`config.mk`:
```
export PLATFORM = sky130hd
export DESIGN_NAME = eraf_rx_filter
export DESIGN_NICKNAME = d
export VERILOG_FILES = /design/src/eraf_pkg.sv /design/src/eraf_hash_match.sv /design/src/eraf_rx_filter.sv
export SDC_FILE = /design/constraint.sdc
export NUM_CORES = 1
export LEC_CHECK = 0
export BUFFER_PORTS_ARGS = -buffer_cell sky130_fd_sc_hd__buf_2
export CORE_ASPECT_RATIO = 0.9
export CORE_UTILIZATION = 46
export CTS_BUF_LIST = sky130_fd_sc_hd__clkbuf_2
export CTS_CLUSTER_SIZE = 12
export DETAILED_ROUTE_END_ITERATION = 8
export PLACE_DENSITY = 0.62
export SLEW_MARGIN = 20
export SYNTH_ARGS = -nofsm -noshare
export SYNTH_HDL_FRONTEND = slang
export SYNTH_HIERARCHICAL = 1
export SYNTH_SLANG_ARGS = --single-unit
```
`constraint.sdc`:
```
create_clock -name clk -period 11 [get_ports clk]
set_input_delay 1.65 -clock clk [delete_from_list [all_inputs] [get_ports clk]]
set_output_delay 1.65 -clock clk [all_outputs]
set_load 0.03 [all_outputs]
```
`src/eraf_pkg.sv`:
```
package eraf_pkg;

    // register offsets (byte addresses)
    localparam logic [11:0] OFF_HASH_LOW   = 12'h080;
    localparam logic [11:0] OFF_HASH_HIGH  = 12'h084;
    localparam logic [11:0] OFF_SA1_LOW    = 12'h088;
    localparam logic [11:0] OFF_SA1_HIGH   = 12'h08C;
    localparam logic [11:0] OFF_TYPE1      = 12'h0A8;
    localparam logic [11:0] OFF_CFG        = 12'h000;
    localparam logic [11:0] OFF_STATUS     = 12'h004;

    // configuration field positions
    localparam int CFG_COPY_ALL_BIT  = 4;
    localparam int CFG_MC_HASH_BIT   = 6;
    localparam int CFG_UC_HASH_BIT   = 7;
    localparam int CFG_SA1_EN_BIT    = 8;
    localparam int CFG_KEEP_FCS_BIT  = 26;

    // type match field
    localparam int TYPE_EN_BIT       = 31;

    // reset values
    localparam logic [31:0] RST_ZERO = 32'h0000_0000;

    // frame length limits
    localparam logic [13:0] MIN_FRAME_LEN = 14'h0040;
    localparam logic [13:0] MAX_FRAME_LEN = 14'h05EE;

    // frame summary handed over at end of frame
    typedef struct packed {
        logic [47:0] destAddr;
        logic [15:0] lenType;
        logic [13:0] length;
        logic        fcsErr;
        logic        phyErr;
    } eraf_frame_s;

    // match outcome
    typedef struct packed {
        logic saMatch;
        logic typeMatch;
        logic ucMatch;
        logic mcMatch;
        logic copyAll;
    } eraf_match_s;

    typedef enum logic [2:0] {
        ST_IDLE   = 3'b001,
        ST_DECIDE = 3'b010,
        ST_DONE   = 3'b100
    } eraf_state_e;

endpackage : eraf_pkg

```
`src/eraf_hash_match.sv`:
```
`timescale 1ns/1ps
module eraf_hash_match (
    // frame address
    input  wire logic [47:0] destAddr,
    // settings
    input  wire logic [63:0] hashFilter,
    input  wire logic        ucHashEn,
    input  wire logic        mcHashEn,
    // results
    output logic       [5:0] hashIndex,
    output logic             ucMatch,
    output logic             mcMatch
);

    // xor of every sixth address bit, bit 0 is first-received lsb
    function automatic logic [5:0] fold(input logic [47:0] a);
        logic [5:0] r;
        r = 6'h00;
        for (int k = 0; k < 8; k++) begin
            r = r ^ a[k*6 +: 6];
        end
        return r;
    endfunction : fold

    logic hit;

    always_comb begin
        hashIndex = fold(destAddr);
        hit = hashFilter[hashIndex];
        mcMatch = mcHashEn && destAddr[0] && hit;
        ucMatch = ucHashEn && !destAddr[0] && hit;
    end

endmodule : eraf_hash_match

```
`src/eraf_rx_filter.sv`:
```
// Implementation choice: the plain strobed port.
`timescale 1ns/1ps
module eraf_rx_filter (
    // clock and reset
    input  wire logic                 clk,
    input  wire logic                 resetn,
    // register port
    input  wire logic          [11:0] regAddr,
    input  wire logic          [31:0] regWdata,
    input  wire logic                 regWrite,
    input  wire logic                 regRead,
    output logic               [31:0] regRdata,
    // frame from receive path
    input  wire logic                 frameValid,
    input  wire eraf_pkg::eraf_frame_s frameIn,
    // decision
    output logic                      frameCopy,
    output logic                      frameDrop,
    output eraf_pkg::eraf_match_s     matchInfo
);

    typedef struct packed {
        logic [31:0]           hashLow;
        logic [31:0]           hashHigh;
        logic [31:0]           sa1Low;
        logic [15:0]           sa1High;
        logic [31:0]           type1;
        logic [31:0]           cfg;
        logic [31:0]           rdata;
        eraf_pkg::eraf_frame_s frame;
        eraf_pkg::eraf_match_s match;
        eraf_pkg::eraf_state_e state;
        logic                  copy;
        logic                  drop;
        logic [15:0]           copied;
        logic [15:0]           dropped;
    } eraf_regs_s;

    eraf_regs_s st_r;
    eraf_regs_s st_nxt;

    logic [5:0] hashIndex;
    logic       ucMatch;
    logic       mcMatch;
    logic [63:0] hashVec;

    assign hashVec = {st_r.hashHigh, st_r.hashLow};

    eraf_hash_match u_hash (
        .destAddr   (st_r.frame.destAddr),
        .hashFilter (hashVec),
        .ucHashEn   (st_r.cfg[eraf_pkg::CFG_UC_HASH_BIT]),
        .mcHashEn   (st_r.cfg[eraf_pkg::CFG_MC_HASH_BIT]),
        .hashIndex  (hashIndex),
        .ucMatch    (ucMatch),
        .mcMatch    (mcMatch)
    );

    function automatic logic bad_len(input logic [13:0] len);
        return (len < eraf_pkg::MIN_FRAME_LEN) ||
               (len > eraf_pkg::MAX_FRAME_LEN);
    endfunction : bad_len

    logic saHit;
    logic typeHit;
    logic badFrame;
    logic anyMatch;

    always_comb begin
        st_nxt = st_r;
        st_nxt.rdata = eraf_pkg::RST_ZERO;
        st_nxt.copy = 1'b0;
        st_nxt.drop = 1'b0;
        saHit = st_r.cfg[eraf_pkg::CFG_SA1_EN_BIT] &&
                (st_r.frame.destAddr ==
                 {st_r.sa1High, st_r.sa1Low});
        typeHit = st_r.type1[eraf_pkg::TYPE_EN_BIT] &&
                  (st_r.frame.lenType == st_r.type1[15:0]);
        badFrame = bad_len(st_r.frame.length) || st_r.frame.phyErr ||
                   (st_r.frame.fcsErr &&
                    !st_r.cfg[eraf_pkg::CFG_KEEP_FCS_BIT]);
        anyMatch = saHit || typeHit || ucMatch || mcMatch ||
                   st_r.cfg[eraf_pkg::CFG_COPY_ALL_BIT];
        // register writes
        if (regWrite) begin
            if (regAddr == eraf_pkg::OFF_HASH_LOW) begin
                st_nxt.hashLow = regWdata;
            end else if (regAddr == eraf_pkg::OFF_HASH_HIGH) begin
                st_nxt.hashHigh = regWdata;
            end else if (regAddr == eraf_pkg::OFF_SA1_LOW) begin
                st_nxt.sa1Low = regWdata;
            end else if (regAddr == eraf_pkg::OFF_SA1_HIGH) begin
                st_nxt.sa1High = regWdata[15:0];
            end else if (regAddr == eraf_pkg::OFF_TYPE1) begin
                st_nxt.type1 = regWdata;
            end else if (regAddr == eraf_pkg::OFF_CFG) begin
                st_nxt.cfg = regWdata;
            end
        end
        // register reads, data one cycle later
        if (regRead) begin
            if (regAddr == eraf_pkg::OFF_HASH_LOW) begin
                st_nxt.rdata = st_r.hashLow;
            end else if (regAddr == eraf_pkg::OFF_HASH_HIGH) begin
                st_nxt.rdata = st_r.hashHigh;
            end else if (regAddr == eraf_pkg::OFF_SA1_LOW) begin
                st_nxt.rdata = st_r.sa1Low;
            end else if (regAddr == eraf_pkg::OFF_SA1_HIGH) begin
                st_nxt.rdata = {16'h0000, st_r.sa1High};
            end else if (regAddr == eraf_pkg::OFF_TYPE1) begin
                st_nxt.rdata = st_r.type1;
            end else if (regAddr == eraf_pkg::OFF_CFG) begin
                st_nxt.rdata = st_r.cfg;
            end else if (regAddr == eraf_pkg::OFF_STATUS) begin
                st_nxt.rdata = {st_r.dropped, st_r.copied};
            end
        end
        case (st_r.state)
            eraf_pkg::ST_IDLE: begin
                if (frameValid) begin
                    st_nxt.frame = frameIn;
                    st_nxt.state = eraf_pkg::ST_DECIDE;
                end
            end
            eraf_pkg::ST_DECIDE: begin
                st_nxt.match.saMatch = saHit;
                st_nxt.match.typeMatch = typeHit;
                st_nxt.match.ucMatch = ucMatch;
                st_nxt.match.mcMatch = mcMatch;
                st_nxt.match.copyAll =
                    st_r.cfg[eraf_pkg::CFG_COPY_ALL_BIT];
                if (anyMatch && !badFrame) begin
                    st_nxt.copy = 1'b1;
                    st_nxt.copied = st_r.copied + 16'h0001;
                end else begin
                    st_nxt.drop = 1'b1;
                    st_nxt.dropped = st_r.dropped + 16'h0001;
                end
                st_nxt.state = eraf_pkg::ST_DONE;
            end
            eraf_pkg::ST_DONE: begin
                st_nxt.state = eraf_pkg::ST_IDLE;
            end
            default: begin
                st_nxt.state = eraf_pkg::ST_IDLE;
            end
        endcase
    end

    always_ff @(posedge clk or negedge resetn) begin
        if (!resetn) begin
            st_r <= '0;
            st_r.state <= eraf_pkg::ST_IDLE;
        end else begin
            st_r <= st_nxt;
        end
    end

    assign regRdata  = st_r.rdata;
    assign frameCopy = st_r.copy;
    assign frameDrop = st_r.drop;
    assign matchInfo = st_r.match;
endmodule : eraf_rx_filter

```
==> summary.txt <==
Routing
  – Vias after detailed routing: 10.7k
  – Routed wire length: 43.4 mm
  – Vias per cell: 5.59
  – Mean routed wirelength per cell: 22.6 um
  – Post-DRT Antenna Nets: 0
  – Drc violations: 0
  – Pre-antenna DRT Iters: 5
  – Initial DRC count: 726

Floorplanning
  – Core region area: 34100 um^2
  – Io pins: 168
  – Initial Util: 46.9%
  – Chip width: 199 um
  – Die Height: 179 um
  – Rows: 64
  – Die area: 35600 um^2

Clock tree
  – Setup bufs post-CTS: 0
  – CTS Buffer Depth: 3
  – CTS clk-pin slew, worst paths: 0.10 ns
  – Worst-skew pair later-pin latency: 0.91 ns
  – Cts bufs inserted: 87
  – Total clock sinks: 330
  – H-tree Lvls: 3
  – Cts hold-fix bufs: 0
  – Root Buffer: clkbuf_2
  – Post-CTS resize count: 0
  – CTS tree: yes

Critical path
  – Critical path's slowest cell: mux4_1
  – Worst EP arrival: 5.74 ns
  – CP bufs+invs: 1
  – Reg2reg start: st_r[74]$_DFFE_PN0P_
  – Crit path from: st_r[74]$_DFFE_PN0P_
  – CP Capture Type: flop
  – CP max stage delay: 0.64 ns
  – Levels on crit path: 14
  – Crit-path cells: xnor2_1 > xnor2_2 > xnor2_4 > buf_4 > mux4_1 > a22oi_1 > o221ai_1 > nor4bb_1 > nor4b_1 > or3_1 > a21o_1 > o21ai_2 > and2_4 > mux2_2
  – Reg-to-reg endpoint: st_r[1]$_DFFE_PN0P_
  – Required time worst endpoint: 11.77 ns
  – Critical path type: flop to flop
  – Crit path max fanout: 23
  – End of the critical path: st_r[1]$_DFFE_PN0P_
  – Crit start category: flop
  – Top cell family by delay on the critical path: simple AND/OR/NAND/NOR gates
  – R2R depth: 14
  – Reg2Reg Setup Slack: 6.03 ns

Power and ir drop
  – Worst vdd ir: 0.358 mV
  – Total Power: 4.10 mW
  – Power density over the cells: 231 nW/um^2
  – Leak: 8.65 nW

Synthesis
  – Synth Cell Area: 16000 um^2
  – Syn Nets: 1360
  – Avg Cell Area, Syn: 13.0 um^2
  – Yosys warns: 6
  – Post-Synthesis Cells: 1229

Layout
  – Filler cell count: 3123
  – Layout cells sized above 1: 43.7%
  – Final #Nets: 1528
  – Multi-input gate area: 7110 um^2
  – Register area: 8260 um^2
  – Layout area overhead: 10.7%
  – Final Core Density: 51.9%
  – Final Non-Filler Cells: 1922

Job
  – Max cap viols: 0

Min path
  – Tightest Hold Check Type: flop to flop

Timing
  – RSZ-0062 raised after global routing: no
  – Worst Skew: 0.0500 ns
  – Worst-margin pin slew: 1.12 ns
  – Max Fclk: 0.201 GHz
  – Final min period: 4.97 ns
  – Count of pins over their slew limit: 0
  – Endpoints failing hold: 0
  – Final setup viols: 0
  – Hold slack: 0.479 ns
  – Post-route setup TNS: 0 ns
  – Rel. slew slack: 24.8%
  – Crit share post-route: 45.1%

Placed design
  – GP Congestion: 0.892
  – DP HPWL: 31.2 mm
  – IO buf count: 167
  – Dpl cells: 1770

Global route
  – Largest net degree at the start of global routing: 125
  – Initial antenna violation count: 3
  – GRT Resource Usage Total: 25.4%
  – Vias in the first global route: 10.9k
  – GRT overflow: 0
  – First-pass GRT wire length: 66.6 mm

Outcome
  – Status: complete, no violations
-- cell usage in the layout, fill, tap and decap left out, types with 3 or more instances in the layout --
| master | count |
|---|---|
| a222oi_1 | 4 |
| o221ai_1 | 3 |
| xnor2_2 | 3 |
| clkbuf_2 | 129 |
| xor2_1 | 12 |
| a221oi_1 | 24 |
| and3_1 | 29 |
| a21oi_1 | 22 |
| o21ai_0 | 41 |
| mux2_2 | 282 |
| nor4_1 | 6 |
| and3_2 | 3 |
| a22oi_1 | 11 |
| nand2b_1 | 3 |
| nand4_2 | 4 |
| nor2_1 | 8 |
| nand3_1 | 15 |
| xnor2_1 | 114 |
| a21o_1 | 3 |
| mux4_2 | 8 |
| nand4_1 | 26 |
| inv_2 | 3 |
| a221o_1 | 5 |
| inv_1 | 9 |
| clkinv_2 | 6 |
| nor3_1 | 4 |
| mux2i_1 | 49 |
| and4_1 | 5 |
| mux2_1 | 4 |
| dfrtp_1 | 329 |
| clkinv_1 | 12 |
| and2_1 | 4 |
| nand2_1 | 48 |
| buf_2 | 165 |
| buf_4 | 17 |
-- state kept, by name, indices dropped and copies added (netlist names) --
signal,cells
matchInfo,5
frameCopy,1
frameDrop,1
regRdata,32
hashVec,64
st_r,227
-- power breakdown --
group          switching (mW)  internal, mW
logic                   0.908         0.805
registers               0.171          1.38
clock network           0.499         0.334
total                    1.58          2.52
-- stage by stage --
step,cell area (um^2),worst slack (ns)
6_report,17700,6.03
5_1_grt,17700,5.83
4_1_cts,17700,6.08
3_5_place_dp,16900,6.11
3_3_place_gp,16900,6.25
2_1_floorplan,16000,7.23
-- worst min-delay path, delay by kind of cell (launching register included) --
kind,cells,cell delay [ns]
and+or+nand+nor,2,0.10
DFF,1,0.35
-- metal layers --
layer  share of wire (%)  up-vias  global-route usage, %
met5                   0        -                      0
li1                    -     4813                      -
met3                 7.2       71                   6.06
met4                 2.6        0                   9.42
met1                  46     5461                   36.5
met2                  44      396                   37.2
-- area by class of cell --
class                   instances  area share, %
flip-flops and latches        330           46.6
multi-input cells             786           40.1
repair buffers                183           5.47
clock buffers                 129           3.64
well taps                     462           3.26
clock inverters                22          0.657
inverters                       9          0.191
diodes                          1         0.0141
-- worst min-delay path by stage --
stage	start	to	slack [ns]	depth (start not counted)
floorplan	st_r[31]$_DFFE_PN0P_	st_r[31]$_DFFE_PN0P_	0.44	1
global placement	matchInfo[3]$_DFFE_PN0P_	matchInfo[3]$_DFFE_PN0P_	0.45	2
detailed placement	matchInfo[3]$_DFFE_PN0P_	matchInfo[3]$_DFFE_PN0P_	0.46	2
CTS	matchInfo[3]$_DFFE_PN0P_	matchInfo[3]$_DFFE_PN0P_	0.49	2
global route	matchInfo[3]$_DFFE_PN0P_	matchInfo[3]$_DFFE_PN0P_	0.52	2
finish	matchInfo[3]$_DFFE_PN0P_	matchInfo[3]$_DFFE_PN0P_	0.48	2
Note: power is estimated with default switching activity, not from simulation.
